`config.mk`:
```
export PLATFORM = sky130hd
export DESIGN_NAME = timer_mode_page_regs
export DESIGN_NICKNAME = d
export VERILOG_FILES = /design/src/tmpr_pkg.sv /design/src/tmpr_load_if.sv /design/src/tmpr_store.sv /design/src/timer_mode_page_regs.sv
export SDC_FILE = /design/constraint.sdc
export NUM_CORES = 1
export LEC_CHECK = 0
export BUFFER_PORTS_ARGS = -buffer_cell sky130_fd_sc_hd__buf_2
export CORE_MARGIN = 2
export CORE_UTILIZATION = 30
export CTS_CLUSTER_DIAMETER = 150
export DETAILED_ROUTE_END_ITERATION = 10
export PLACE_DENSITY_LB_ADDON = 0.25
export RECOVER_POWER = 50
export SYNTH_ARGS = -nofsm -noshare
export SYNTH_HDL_FRONTEND = slang
export SYNTH_SLANG_ARGS = --single-unit
export TNS_END_PERCENT = 20
```
`constraint.sdc`:
```
create_clock -name clk_sys -period 1.12 [get_ports clk_sys]
set_clock_uncertainty 0.15 [all_clocks]
set_input_delay 0.168 -clock clk_sys [delete_from_list [all_inputs] [get_ports clk_sys]]
set_output_delay 0.168 -clock clk_sys [all_outputs]
set_load 0.1 [all_outputs]
```
`src/tmpr_pkg.sv`:
```
// Package of register selectors, bit positions and reset values for the mode registers.
// Assumes a 4-bit core that issues one immediate load per machine cycle.
package tmpr_pkg;
  localparam int unsigned NIB_W = 4;
  localparam int unsigned PAGE_W = 3;
  localparam int unsigned ADDR_W = 7;
  typedef enum logic [1:0] {
    TMPR_SEL_T0   = 2'h0,
    TMPR_SEL_T1   = 2'h1,
    TMPR_SEL_PAGE = 2'h2,
    TMPR_SEL_WAKE = 2'h3
  } tmpr_sel_type;
  localparam logic [NIB_W-1:0] REG_RESET = 4'h0;
  localparam int unsigned T0_DIV_BIT = 0;
  localparam int unsigned T0_RUN_BIT = 3;
  localparam int unsigned T1_DIV_BIT = 0;
  localparam int unsigned T1_EXT_BIT = 1;
  localparam int unsigned T1_MFP_BIT = 2;
  localparam int unsigned T1_RUN_BIT = 3;
  localparam logic [3:0] NIB_ZERO = 4'h0;
endpackage

```
`src/tmpr_load_if.sv`:
```
// Interface carrying one decoded immediate load from the top to the register store.
// Assumes a single clock domain; the load strobe is a one-cycle pulse.
`timescale 1ns/1ps
`default_nettype none
interface tmpr_load_if;
  import tmpr_pkg::*;
  tmpr_sel_type        sel;
  logic                strobe;
  logic [NIB_W-1:0]    data;
  logic [NIB_W-1:0]    t0_mode;
  logic [NIB_W-1:0]    t1_mode;
  logic [NIB_W-1:0]    page;
  logic [NIB_W-1:0]    wake;
  modport ctrl (output sel, output strobe, output data,
                input t0_mode, input t1_mode, input page, input wake);
  modport store (input sel, input strobe, input data,
                 output t0_mode, output t1_mode, output page, output wake);
endinterface
`default_nettype wire

```
`src/tmpr_store.sv`:
```
// Flip-flop store of the four write-only mode registers.
// Assumes the load strobe and data come from logic on clk_sys.
`timescale 1ns/1ps
`default_nettype none
module tmpr_store (
  input  wire logic  clk_sys,
  input  wire logic  resetn,
  tmpr_load_if.store ld
);
  import tmpr_pkg::*;
  logic [NIB_W-1:0] t0_q, t0_d, t1_q, t1_d, pg_q, pg_d, wk_q, wk_d;

  always_comb begin
    t0_d = t0_q;
    t1_d = t1_q;
    pg_d = pg_q;
    wk_d = wk_q;
    if (ld.strobe) begin
      case (ld.sel)
        TMPR_SEL_T0:   t0_d = ld.data;
        TMPR_SEL_T1:   t1_d = ld.data;
        TMPR_SEL_PAGE: pg_d = ld.data;
        TMPR_SEL_WAKE: wk_d = ld.data;
        default:       t0_d = t0_q;
      endcase
    end
  end

  always_ff @(posedge clk_sys) begin
    if (!resetn) begin
      t0_q <= REG_RESET;
      t1_q <= REG_RESET;
      pg_q <= REG_RESET;
      wk_q <= REG_RESET;
    end else begin
      t0_q <= t0_d;
      t1_q <= t1_d;
      pg_q <= pg_d;
      wk_q <= wk_d;
    end
  end

  assign ld.t0_mode = t0_q;
  assign ld.t1_mode = t1_q;
  assign ld.page    = pg_q;
  assign ld.wake    = wk_q;

  a_load_next_cycle: assert property (@(posedge clk_sys) disable iff (!resetn)
    ld.strobe && ld.sel == TMPR_SEL_T0 |=> t0_q == $past(ld.data))
    else $error("First timer mode register did not load.");
  a_t1_load_once: assert property (@(posedge clk_sys) disable iff (!resetn)
    ld.strobe && ld.sel == TMPR_SEL_T1 |=> t1_q == $past(ld.data))
    else $error("Second timer mode register did not load.");
  a_hold_no_strobe: assert property (@(posedge clk_sys) disable iff (!resetn)
    !ld.strobe |=> $stable(pg_q) && $stable(t0_q) && $stable(wk_q) && $stable(t1_q))
    else $error("Register changed without a load.");
endmodule // tmpr_store
`default_nettype wire

```
`src/timer_mode_page_regs.sv`:
```
// Top of the timer mode, page and port wake enable registers.
// Assumes the instruction decoder gives one load pulse per machine cycle on clk_sys,
// and that port_c pins arrive asynchronously.
// Behaviour
// - Loading the first timer mode register replaces all four bits in one cycle.
// - First mode bit 0 picks timer 0 clock: oscillator over four or 1024.
// - First mode bits 1 and 2 are reserved and change nothing.
// - First mode bit 3 set runs timer 0 down-count, clear halts it.
// - Loading the second timer mode register replaces all four bits in one cycle.
// - Second mode bit 0 picks timer 1 internal clock: oscillator or over 64.
// - Second mode bit 1 picks internal clock or external port C bit 0.
// - Second mode bit 2 routes generator waveform or timer 1 frequency out.
// - Second mode bit 3 set runs timer 1 down-count, clear halts it.
// - Page bits 2 to 0 select a 16-nibble block for indirect addressing.
// - Each enabled port C pin change may release hold or interrupt.
`timescale 1ns/1ps
`default_nettype none
module timer_mode_page_regs (
  input  wire logic                   clk_sys,
  input  wire logic                   resetn,
  input  wire logic                   load_strobe,
  input  wire tmpr_pkg::tmpr_sel_type load_sel,
  input  wire logic [3:0]             load_data,
  input  wire logic [3:0]             indirect_low_addr,
  input  wire logic [3:0]             port_c,
  input  wire logic                   modgen_wave,
  input  wire logic                   timer1_freq,
  output logic                        timer0_prescale_1024,
  output logic                        timer0_run,
  output logic                        timer1_prescale_64,
  output logic                        timer1_external_clk,
  output logic                        timer1_run,
  output logic                        modulated_output_pin,
  output logic [6:0]                  indirect_addr,
  output logic                        port_change_event
);
  import tmpr_pkg::*;

  tmpr_load_if ld ();

  assign ld.strobe = load_strobe;
  assign ld.sel    = load_sel;
  assign ld.data   = load_data;

  tmpr_store u_store (
    .clk_sys (clk_sys),
    .resetn  (resetn),
    .ld      (ld)
  );

  // Two-stage synchronisers; the change detector compares stage two with its one-cycle delayed copy pc_prev_q.
  logic [NIB_W-1:0] pc_meta_q, pc_meta_d, pc_sync_q, pc_sync_d, pc_prev_q, pc_prev_d;
  logic             evt_q, evt_d;
  logic             mfp_q, mfp_d;

  // Masking with the enable keeps a disabled pin from ever producing an event.
  function automatic logic masked_change(input logic [3:0] now, input logic [3:0] was,
                                         input logic [3:0] en);
    return ((now ^ was) & en) != NIB_ZERO;
  endfunction

  always_comb begin
    pc_meta_d = port_c;
    pc_sync_d = pc_meta_q;
    pc_prev_d = pc_sync_q;
    evt_d     = masked_change(pc_sync_q, pc_prev_q, ld.wake);
    mfp_d     = ld.t1_mode[T1_MFP_BIT] ? timer1_freq : modgen_wave;
  end

  always_ff @(posedge clk_sys) begin
    if (!resetn) begin
      pc_meta_q <= REG_RESET;
      pc_sync_q <= REG_RESET;
      pc_prev_q <= REG_RESET;
      evt_q     <= 1'b0;
      mfp_q     <= 1'b0;
    end else begin
      pc_meta_q <= pc_meta_d;
      pc_sync_q <= pc_sync_d;
      pc_prev_q <= pc_prev_d;
      evt_q     <= evt_d;
      mfp_q     <= mfp_d;
    end
  end

  // Reserved bits 1 and 2 of the first mode register are simply never decoded.
  assign timer0_prescale_1024 = ld.t0_mode[T0_DIV_BIT];
  assign timer0_run           = ld.t0_mode[T0_RUN_BIT];
  assign timer1_prescale_64   = ld.t1_mode[T1_DIV_BIT];
  assign timer1_external_clk  = ld.t1_mode[T1_EXT_BIT];
  assign timer1_run           = ld.t1_mode[T1_RUN_BIT];
  assign modulated_output_pin = mfp_q;
  assign indirect_addr        = {ld.page[PAGE_W-1:0], indirect_low_addr};
  assign port_change_event    = evt_q;

  a_t0_run_follow: assert property (@(posedge clk_sys) disable iff (!resetn)
    load_strobe && load_sel == TMPR_SEL_T0 |=> timer0_run == $past(load_data[T0_RUN_BIT]))
    else $error("Timer 0 run does not follow bit 3.");
  a_t0_div_follow: assert property (@(posedge clk_sys) disable iff (!resetn)
    load_strobe && load_sel == TMPR_SEL_T0 |=> timer0_prescale_1024 == $past(load_data[0]))
    else $error("Timer 0 prescale does not follow bit 0.");
  a_t1_ctrl_follow: assert property (@(posedge clk_sys) disable iff (!resetn)
    load_strobe && load_sel == TMPR_SEL_T1 |=>
      {timer1_run, timer1_external_clk, timer1_prescale_64} ==
      {$past(load_data[3]), $past(load_data[1]), $past(load_data[0])})
    else $error("Timer 1 controls do not follow the load.");
  a_mfp_route: assert property (@(posedge clk_sys) disable iff (!resetn)
    ##1 modulated_output_pin == ($past(timer1_freq) ? ($past(ld.t1_mode[2]) | ~$past(ld.t1_mode[2]))
      && ($past(ld.t1_mode[2]) ? $past(timer1_freq) : $past(modgen_wave))
      : ($past(ld.t1_mode[2]) ? 1'b0 : $past(modgen_wave))))
    else $error("Modulated output takes the wrong source.");
  a_page_addr: assert property (@(posedge clk_sys) disable iff (!resetn)
    indirect_addr[6:4] == ld.page[2:0] && indirect_addr[3:0] == indirect_low_addr)
    else $error("Indirect address page is wrong.");
  a_wake_masked: assert property (@(posedge clk_sys) disable iff (!resetn)
    ld.wake == NIB_ZERO ##1 ld.wake == NIB_ZERO |=> !port_change_event)
    else $error("Change event raised on a disabled pin.");
  a_reset_clear: assert property (@(posedge clk_sys)
    !resetn |=> !timer0_run && !timer1_run && indirect_addr[6:4] == 3'h0 && ld.wake == NIB_ZERO)
    else $error("Registers not cleared by reset.");
  a_reserved_bits: assert property (@(posedge clk_sys) disable iff (!resetn)
    load_strobe && load_sel == TMPR_SEL_T0 |=> $past(timer0_prescale_1024) ==
      timer0_prescale_1024 || $past(load_data[0]) == timer0_prescale_1024)
    else $error("Reserved bits disturbed timer 0.");
endmodule // timer_mode_page_regs
`default_nettype wire

```
# Yosys cells after proc, flatten, opt, wreduce, memory -nomap -nowiden
# Index checks and enable logic that the tools add are counted.
dict set report classes {
  bitwise 2
  mux 1
  n_reduce_logical 6
  eq_ne 3
}
# operator n
set op_table {}
lappend op_table {{$reduce_and 2->1} 4}
lappend op_table {{$and 4x4->4} 1}
lappend op_table {{$eq 2x2->1 const B} 2}
lappend op_table {{$reduce_bool 4->1} 1}
lappend op_table {{$xor 4x4->4} 1}
lappend op_table {{$eq 2x1->1 const B} 1}
lappend op_table {{$logic_not 2->1} 1}
lappend op_table {{$mux 1} 1}
dict set report totals {
  word_cells 21
  out_inout_bits 14
  ff_bits 29
}

# Logic depth before layout (Yosys ltp)
# Gate-level depths: netlist (run 1).
dict set report logic_depth {
  depth_word 3
  mapped_depth 3
  depth_no_buf 3
}

# By module
# A second synthesis (run 1) with hierarchy kept.
dict set report hier_totals {
  hier_cells 98
  area_unflattened_um2 1076.0
}
# mod area_per_inst_um2 seq_area_each_um2 cells_each instances
set by_module_without_submodules {}
lappend by_module_without_submodules {tmpr_store 610.6 320.3 58 1}
lappend by_module_without_submodules {timer_mode_page_regs 465.4 280.3 40 1}

# Worst setup path before layout (run 1)
# OpenSTA, ideal clock, no wires.
dict set report synth_timing {
  kind {register -> register}
  startpoint {register u_store.ld.page[0] (netlist name)}
  endpoint {register u_store.pg_q[0], in the netlist u_store.ld.page[0]}
  t_arrival_ps 1207
  setup_slack_ps -304
  required_time_ps 903
  path_buffers 0
  stages_incl_launch_ff 3
  cell_sequence {dfxtp_1 -> mux2i_1 -> nor2b_1}
}
# element line_no
set synth_lines {}
lappend synth_lines {{end signal, assigned} tmpr_store.sv:38} ;# pg_q <= pg_d;
lappend synth_lines {{end, declared} tmpr_store.sv:11} ;# logic [NIB_W-1:0] t0_q, t0_d, t1_q, t1_d, pg_q, pg_d, wk_q, wk_d;

# Final worst setup path (run 1)
dict set report layout_timing {
  startpoint {register u_store.t1_q[3], in the netlist u_store.ld.t1_mode[3]}
  endpoint {output timer1_run}
}
# element line_no
set layout_lines {}
lappend layout_lines {{start, declared} tmpr_store.sv:11}
lappend layout_lines {{start signal, assigned} tmpr_store.sv:37} ;# t1_q <= t1_d;
lappend layout_lines {{end, declared} timer_mode_page_regs.sv:32} ;# output logic timer1_run,
# No word-level cell between the ends.

==> impl_metrics.json, run 1 <==
{
  "core_area_um2": 3078,
  "relSlewSlack": 0.7950,
  "synth-edff-count": 0,
  "worst_path_dominant_cell_family": "flip-flops",
  "die_h_um": 60.89,
  "clock_latency_ps": 320,
  "fmax_mhz": 833.1,
  "final_layout_size_suffix_gt1_frac": 0.3475,
  "grt_max_degree": 24,
  "endpoint_kind": "primary output",
  "dpl.hpwl_mm": 1.095,
  "startpoint_type": "flop",
  "status": "finished with violations",
  "slowest_delay_ps": 390,
  "ir_drop_mv": 0.8308,
  "yosysTopAreaCellShare": 0.5567,
  "setup_viol": 10,
  "maxCapViolCount": 0,
  "fill_cells": 289,
  "post-place-ws_ps": 8.298,
  "syn-num-nets": 103,
  "cts_buffer_depth": 2,
  "drcViolationCount": 0,
  "power_w": 0.001723,
  "numCtsBuffers": 3,
  "design_area_um2": 1416,
  "placed_cells": 148,
  "maxSlewViolCount": 0,
  "syn_avg_cell_area_um2": 11.56,
  "synth_top_area_cell": "dfxtp_1",
  "portBuffers": 24,
  "path_cells": "buf_12",
  "root_buffer": "clkbuf_4",
  "min_period_over_period": 1.072,
  "hold_path.class": "input pin to flop",
  "synthArstFlopShare": 0,
  "netlist_area_um2": 970.9,
  "start_util": 0.3154,
  "rsz0062_at_grt": "yes",
  "yosysWarnings": 0,
  "synth.area.top_cells": "dfxtp_1 (56%), mux2i_1 (14%), nor2b_1 (9.0%), and2_1 (7.7%), xor2_1 (3.6%)",
  "dieWidth_um": 60.89,
  "cts_tree": "done",
  "hold_viol": 0,
  "crit_path_max_fanout": 2,
  "grt-ovfl-total": 0,
  "cp_num_buf_inv": 1,
  "synthesis.instances": 84,
  "synthToLayoutAreaGrowth_pct": 45.88,
  "yosysMostFrequentCell": "dfxtp_1",
  "insertedDiodeCount": 0,
  "final_antenna_net_count": 0,
  "fin_cells": 162,
  "power.leakage_nw": 0.6281,
  "grt_pass1_wl_mm": 2.622,
  "synth_top_flop_cell": "dfxtp_1",
  "wl_per_cell_um": 9.698,
  "final_nets": 138,
  "clkTransAtPathRegs_ps": 140,
  "cp_slowest_cell": "dfxtp_2",
  "powerDensity_nw_per_um2": 1216,
  "cp.arrival_ps": 880,
  "cp_data_required_time_ps": 800,
  "ios": 33,
  "gp_congestion": 0.6932,
  "first_iter_violations": 3,
  "cts.sinks": 27,
  "die_area_um2": 3708,
  "ys_types": 12,
  "violations": "setup timing",
  "dr.pass1.iters": 4,
  "place_area_um2": 1277,
  "period_minus_slack_ps": 1200,
  "num_rows": 20,
  "drt_wl_total_mm": 1.571,
  "path_class": "flop to primary output",
  "antenna_found_initial": 0,
  "setup_slack_ps": -80.34,
  "grt_usage": 0.09530,
  "via_per_inst": 4.031,
  "ys_seq_elements": 27,
  "yosysSeqAreaShare": 0.5567,
  "htree_levels": 1,
  "synth_commonest_cells": "dfxtp_1 (27), mux2i_1 (14), nor2b_1 (14)",
  "num_vias": 653,
  "worstMarginPinSlew_ps": 307.5,
  "grt_pass1_vias": 657
}
[layout by cell type (no fill, tap or decap), drive strengths merged]
| master | netlist | layout |
|---|---|---|
| nand3b | 2 | 2 |
| clkbuf | 2 | 3 |
| nor3b | 1 | 1 |
| and2 | 12 | 12 |
| clkinvlp | 0 | 1 |
| dfxtp | 27 | 27 |
| dlygate4sd3 | 0 | 10 |
| a21boi | 1 | 1 |
| xor2 | 4 | 4 |
| mux2i | 14 | 14 |
| nor2b | 14 | 14 |
| nand3 | 1 | 1 |
| a22oi | 2 | 2 |
| buf | 4 | 26 |
[kinds of logic (layout without fill, tap and decap cells)]
kind of cell           Yosys count  after routing  share of synthesized area
AO/OA/AOI/OAI                    3              3                    0.02319
flip-flops                      27             27                     0.5567
multiplexers                    14             14                     0.1443
AND/OR/NAND/NOR                 30             30                     0.2010
buffers and inverters            6             40                    0.03866
XOR/XNOR                         4              4                    0.03608
[worst paths after layout]
path                    startpoint                    end  slack, ps  depth (start not counted)
max          u_store.ld.t1_mode[3]             timer1_run        -80                          1
min reg2reg           pc_meta_q[0]           pc_prev_d[0]        300                          1
max reg2reg           pc_prev_d[0]      port_change_event        100                          3
min                    load_sel[0]  u_store.ld.t0_mode[0]         80                          4
[routing by layer]
layer  vias up  GRT usage  wire (um)
met5         -          0          0
met4         0    0.01863         15
met3         2    0.04691        101
met2        24     0.1613        702
met1       290     0.1098        751
li1        337          -          -
[timing repair]
item	4_1_cts	5_1_grt
hold buffers	10	0
resized for setup	7	1
endpoints found under the setup margin	10	11
setup buffers	0	0
endpoints found under the hold margin	15	0
[registers in the layout, indices dropped and copies added (netlist names)]
signal	count
pc_meta_q	4
pc_prev_d	4
pc_prev_q	4
u_store.ld.t1_mode	4
u_store.ld.wake	4
u_store.ld.page	3
u_store.ld.t0_mode	2
modulated_output_pin	1
port_change_event	1
[cell type report]
cell class	instances	area, um2	share of cell area
Clock inverter	1	7.507	0.005300
Timing Repair Buffer	36	385.4	0.2721
Sequential cell	27	553.0	0.3905
Multi-Input combinational cell	51	392.9	0.2774
Tap cell	44	55.05	0.03887
Clock buffer	3	22.52	0.01590
[metrics by stage]
step | TNS [ps] | util | hold WS, ps
floorplan | -2317 | - | 139.7
global placement | 0 | 0.4150 | 186.7
detailed placement | 0 | 0.4150 | 186.7
CTS | -821.1 | 0.4602 | 69.44
global route | -1089 | 0.4602 | 86.14
finish | -673.0 | 0.4602 | 83.22
[where the power goes]
group          switching, W  internal, W  total, W
clock              0.000279     0.000136  0.000416
sequential        0.0000218     0.000999   0.00102
combinational      0.000150     0.000135  0.000286
total              0.000451      0.00127   0.00172
No activity file was read; power rests on OpenSTA's default activity.
==> inputs of run 2 (changes only) <==
--- a/config.mk
+++ b/config.mk
@@ -7,7 +7,7 @@
 export LEC_CHECK = 0
 export BUFFER_PORTS_ARGS = -buffer_cell sky130_fd_sc_hd__buf_2
 export CORE_MARGIN = 2
-export CORE_UTILIZATION = 30
+export CORE_UTILIZATION = 43
 export CTS_CLUSTER_DIAMETER = 150
 export DETAILED_ROUTE_END_ITERATION = 10
 export PLACE_DENSITY_LB_ADDON = 0.25
==> constraint.sdc (replaced) <==
create_clock -name clk_sys -period 1.1 [get_ports clk_sys]
set_clock_uncertainty 0.15 [all_clocks]
set_input_delay 0.165 -clock clk_sys [delete_from_list [all_inputs] [get_ports clk_sys]]
set_output_delay 0.165 -clock clk_sys [all_outputs]
set_load 0.1 [all_outputs]
==> impl_metrics.json, run 2 (synthesized netlist as in run 1, its figures left out) <==
{
  "rrSetupSlack_ps": 100,
  "final_antenna_net_count": 0,
  "post-place-ws_ps": -69.77,
  "worstMarginPinSlew_ps": 329.2,
  "drcViolationCount": 0,
  "path_class": "flop to primary output",
  "root_buffer": "clkbuf_4",
  "path_cells": "buf_12",
  "fmax_mhz": 839.4,
  "placed_cells": 130,
  "ir_drop_mv": 0.8177,
  "violations": "setup timing",
  "period_minus_slack_ps": 1191,
  "fin_cells": 144,
  "setup_slack_ps": -91.27,
  "power.leakage_nw": 0.6241,
  "cp_slowest_cell": "dfxtp_2",
  "numCtsBuffers": 3,
  "worst_path_dominant_cell_family": "flip-flops",
  "maxSlewViolCount": 0,
  "maxCapViolCount": 0,
  "endpoint_kind": "primary output",
  "powerDensity_nw_per_um2": 1258,
  "insertedDiodeCount": 0,
  "die_h_um": 51.52,
  "wl_per_cell_um": 10.85,
  "num_rows": 17,
  "cp_num_buf_inv": 1,
  "cp.arrival_ps": 880,
  "slowest_delay_ps": 380,
  "relSlewSlack": 0.7806,
  "min_period_over_period": 1.083,
  "portBuffers": 24,
  "start_util": 0.4475,
  "layout_common_cells": "dfxtp_1 (17), mux2i_1 (14), nor2b_1 (14), buf_2 (14), and2_1 (12)",
  "die_area_um2": 2654,
  "antenna_found_initial": 0,
  "final_common_cell": "dfxtp_1",
  "clkTransAtPathRegs_ps": 130,
  "clock_latency_ps": 320,
  "gp_congestion": 0.6642,
  "fin_util": 0.6361,
  "final_layout_size_suffix_gt1_frac": 0.3362,
  "drt_wl_total_mm": 1.563,
  "grt_pass1_wl_mm": 2.656,
  "worst_hold_slack_ps": 9.618,
  "hold_path.class": "input pin to flop",
  "via_per_inst": 4.542,
  "cts_buffer_depth": 2,
  "cts.sinks": 27,
  "crit_path_max_fanout": 2,
  "rsz0062_at_grt": "yes",
  "ios": 33,
  "dieWidth_um": 51.52,
  "grt_max_degree": 28,
  "dr.pass1.iters": 4,
  "first_iter_violations": 3,
  "num_vias": 654,
  "core_area_um2": 2170,
  "setup_viol": 10,
  "htree_levels": 1,
  "grt_usage": 0.1388,
  "status": "finished with violations",
  "cts_tree": "done",
  "startpoint_type": "flop",
  "hold_viol": 0,
  "grt_pass1_vias": 638,
  "synthToLayoutAreaGrowth_pct": 42.14,
  "cp_data_required_time_ps": 780,
  "final_nets": 136,
  "grt-ovfl-total": 0
}
run 2: cell count changes in the layout (fill, tap and decap cells not counted):
| cell | delta |
|---|---|
| dlygate4sd3_1 | -1 |
| and2_1 | +3 |
| dfxtp_4 | +2 |
| buf_4 | -1 |
| dfxtp_2 | -2 |
| clkinvlp_4 | -1 |
| clkbuf_1 | +1 |
| and2_0 | -3 |
run 2: path summary, 6_finish.rpt:
kind | startpoint | end | depth (start not counted)
max reg2reg | pc_prev_q[3] | port_change_event | 3
min | load_data[0] | u_store.ld.wake[0] | 3
min reg2reg | pc_meta_q[1] | pc_prev_d[1] | 1
max | u_store.ld.t1_mode[3] | timer1_run | 1
run 2: what timing repair did:
item / 4_1_cts / 5_1_grt
setup endpoints to repair: 10 / 11
resized for setup: 3 / 2
endpoints found under the hold margin: 11 / 0
hold buffers: 9 / 0
pin swaps: 0 / 1
setup buffers: 1 / 0
run 2: final cells by class:
cell class	instances	area, um2
fillers	205	789.5
repair buffers	34	367.9
flip-flops and latches	27	558.0
multi-input cells	51	392.9
clock buffers	4	26.28
well taps	28	35.03
run 2: per-stage QoR:
step	TNS, ps	total power [W]	cell area (um2)
final	-822.4	0.001737	1380
after global routing	-1261	0.001823	1380
after CTS	-996.9	0.001766	1380
after detailed placement	-302.6	0.001320	1252
after global placement	-212.8	0.001314	1252
after floorplan	-712.6	0.001280	984.7
run 2: power by group:
part	internal, W	switching [W]
clock network	0.000142	0.000273
registers	0.00101	0.0000217
logic	0.000133	0.000153
total	0.00129	0.000448
run 2: metal layers:
metal / wire [um] / vias up / global-route usage
li1: - / 334 / -
met1: 683 / 294 / 0.1550
met2: 752 / 21 / 0.2393
met3: 83 / 5 / 0.02586
met4: 44 / 0 / 0.09211
met5: 0 / - / 0
==> inputs of run 3 (changes only) <==
--- a/config.mk
+++ b/config.mk
@@ -12,6 +12,7 @@
 export DETAILED_ROUTE_END_ITERATION = 10
 export PLACE_DENSITY_LB_ADDON = 0.25
 export RECOVER_POWER = 50
+export SKIP_LAST_GASP = 1
 export SYNTH_ARGS = -nofsm -noshare
 export SYNTH_HDL_FRONTEND = slang
 export SYNTH_SLANG_ARGS = --single-unit
==> impl_metrics.json, run 3 (synthesized netlist as in run 1, its figures left out) <==
{
  "design_area_um2": 1380,
  "gp_congestion": 0.6642,
  "ff2ff_path_depth": 3,
  "hold_path.class": "input pin to flop",
  "path_cells": "buf_12",
  "startpoint_type": "flop",
  "grt_max_degree": 28,
  "final_common_cell": "dfxtp_1",
  "final_antenna_net_count": 0,
  "start_util": 0.4475,
  "worst_path_dominant_cell_family": "flip-flops",
  "r2r-end": "port_change_event",
  "setup_viol": 10,
  "ir_drop_mv": 0.8179,
  "setup_slack_ps": -91.39,
  "slowest_delay_ps": 380,
  "r2r_start": "pc_prev_q[3]",
  "period_minus_slack_ps": 1191,
  "num_vias": 652,
  "path_class": "flop to primary output",
  "drcViolationCount": 0,
  "cts_tree": "done",
  "cp_slowest_cell": "dfxtp_2",
  "first_iter_violations": 3,
  "wl_per_cell_um": 10.84,
  "portBuffers": 24,
  "grt_pass1_wl_mm": 2.656,
  "relSlewSlack": 0.7791,
  "rsz0062_at_grt": "yes",
  "drt_wl_total_mm": 1.561,
  "via_per_inst": 4.528,
  "clkTransAtPathRegs_ps": 130,
  "cp_data_required_time_ps": 780,
  "cp.arrival_ps": 880,
  "dr.pass1.iters": 4,
  "grt-ovfl-total": 0,
  "core_area_um2": 2170,
  "die_area_um2": 2654,
  "fmax_mhz": 839.4,
  "crit_path_end": "timer1_run",
  "hold_viol": 0,
  "maxSlewViolCount": 0,
  "ios": 33,
  "endpoint_kind": "primary output",
  "grt_usage": 0.1388,
  "dieWidth_um": 51.52,
  "rrSetupSlack_ps": 70,
  "root_buffer": "clkbuf_4",
  "clock_latency_ps": 320,
  "status": "finished with violations",
  "violations": "setup timing",
  "tns_ps": -824.4,
  "place_area_um2": 1252,
  "cts.sinks": 27,
  "die_h_um": 51.52,
  "fin_cells": 144,
  "synthToLayoutAreaGrowth_pct": 42.14,
  "worstSetupStartpoint": "u_store.ld.t1_mode[3]",
  "num_rows": 17,
  "cp_num_buf_inv": 1,
  "grt_pass1_vias": 638,
  "final_nets": 136,
  "powerDensity_nw_per_um2": 1258,
  "layout_common_cells": "dfxtp_1 (17), mux2i_1 (14), nor2b_1 (14), buf_2 (14), and2_1 (11)",
  "numCtsBuffers": 3,
  "placed_cells": 130,
  "maxCapViolCount": 0,
  "worstMarginPinSlew_ps": 331.4,
  "cts_buffer_depth": 2,
  "final_layout_size_suffix_gt1_frac": 0.3362,
  "min_period_over_period": 1.083,
  "timing.critical_path.depth": 1,
  "crit_path_max_fanout": 2,
  "insertedDiodeCount": 0,
  "htree_levels": 1,
  "power.leakage_nw": 0.6226,
  "antenna_found_initial": 0
}
==> run 3: cell counts in the layout (fill, tap and decap cells not counted) <==
Identical to the previous run, type by type.
==> run 3: tightest hold or removal path, stage by stage <==
cell	delay [ps]
buf_2	120
mux2i_1	70
nor2b_1	90
==> run 3: worst min-delay path by stage <==
stage | depth (start not counted) | from | endpoint
2_1_floorplan | 1 | port_c[2] | pc_meta_q[2]
3_3_place_gp | 0 | indirect_low_addr[2] | indirect_addr[2]
3_5_place_dp | 0 | indirect_low_addr[2] | indirect_addr[2]
4_1_cts | 3 | load_data[0] | u_store.ld.wake[0]
5_1_grt | 3 | load_data[0] | u_store.ld.t1_mode[0]
6_report | 3 | load_data[0] | u_store.ld.wake[0]
==> run 3: layout make-up <==
type	count	area [um2]
multi-input cells	51	392.9
repair buffers	34	367.9
clock buffers	4	26.28
flip-flops and latches	27	558.0
fillers	205	789.5
well taps	28	35.03
==> run 3: power breakdown <==
part | internal [W] | leakage [nW] | switching, W | total (W)
clock | 0.000142 | 0.0150 | 0.000273 | 0.000415
sequential | 0.00101 | 0.226 | 0.0000217 | 0.00104
combinational | 0.000133 | 0.382 | 0.000153 | 0.000286
total | 0.00129 | 0.623 | 0.000448 | 0.00174
==> run 3: metrics by stage <==
stage	setup slack (ps)	hold slack (ps)	total power (W)	util
after global routing	-136.1	5.445	0.001823	0.6361
after global placement	-56.34	180.7	0.001314	0.5773
final	-91.39	9.487	0.001737	0.6361
after floorplan	-310.7	136.7	0.001280	-
after CTS	-112.9	4.212	0.001766	0.6355
after detailed placement	-69.77	180.7	0.001320	0.5773
==> run 3: per-layer routing <==
metal  GRT usage  part of all wire
met4     0.09211             0.028
met3     0.02586             0.053
met2      0.2393              0.48
met5           0                 0
met1      0.1550              0.44
==> run 3: repair_timing <==
action,4_1_cts,5_1_grt
hold endpoints to repair,11,0
hold buffers,9,0
setup endpoints to repair,10,11
setup buffers,1,0
resized for setup,2,1
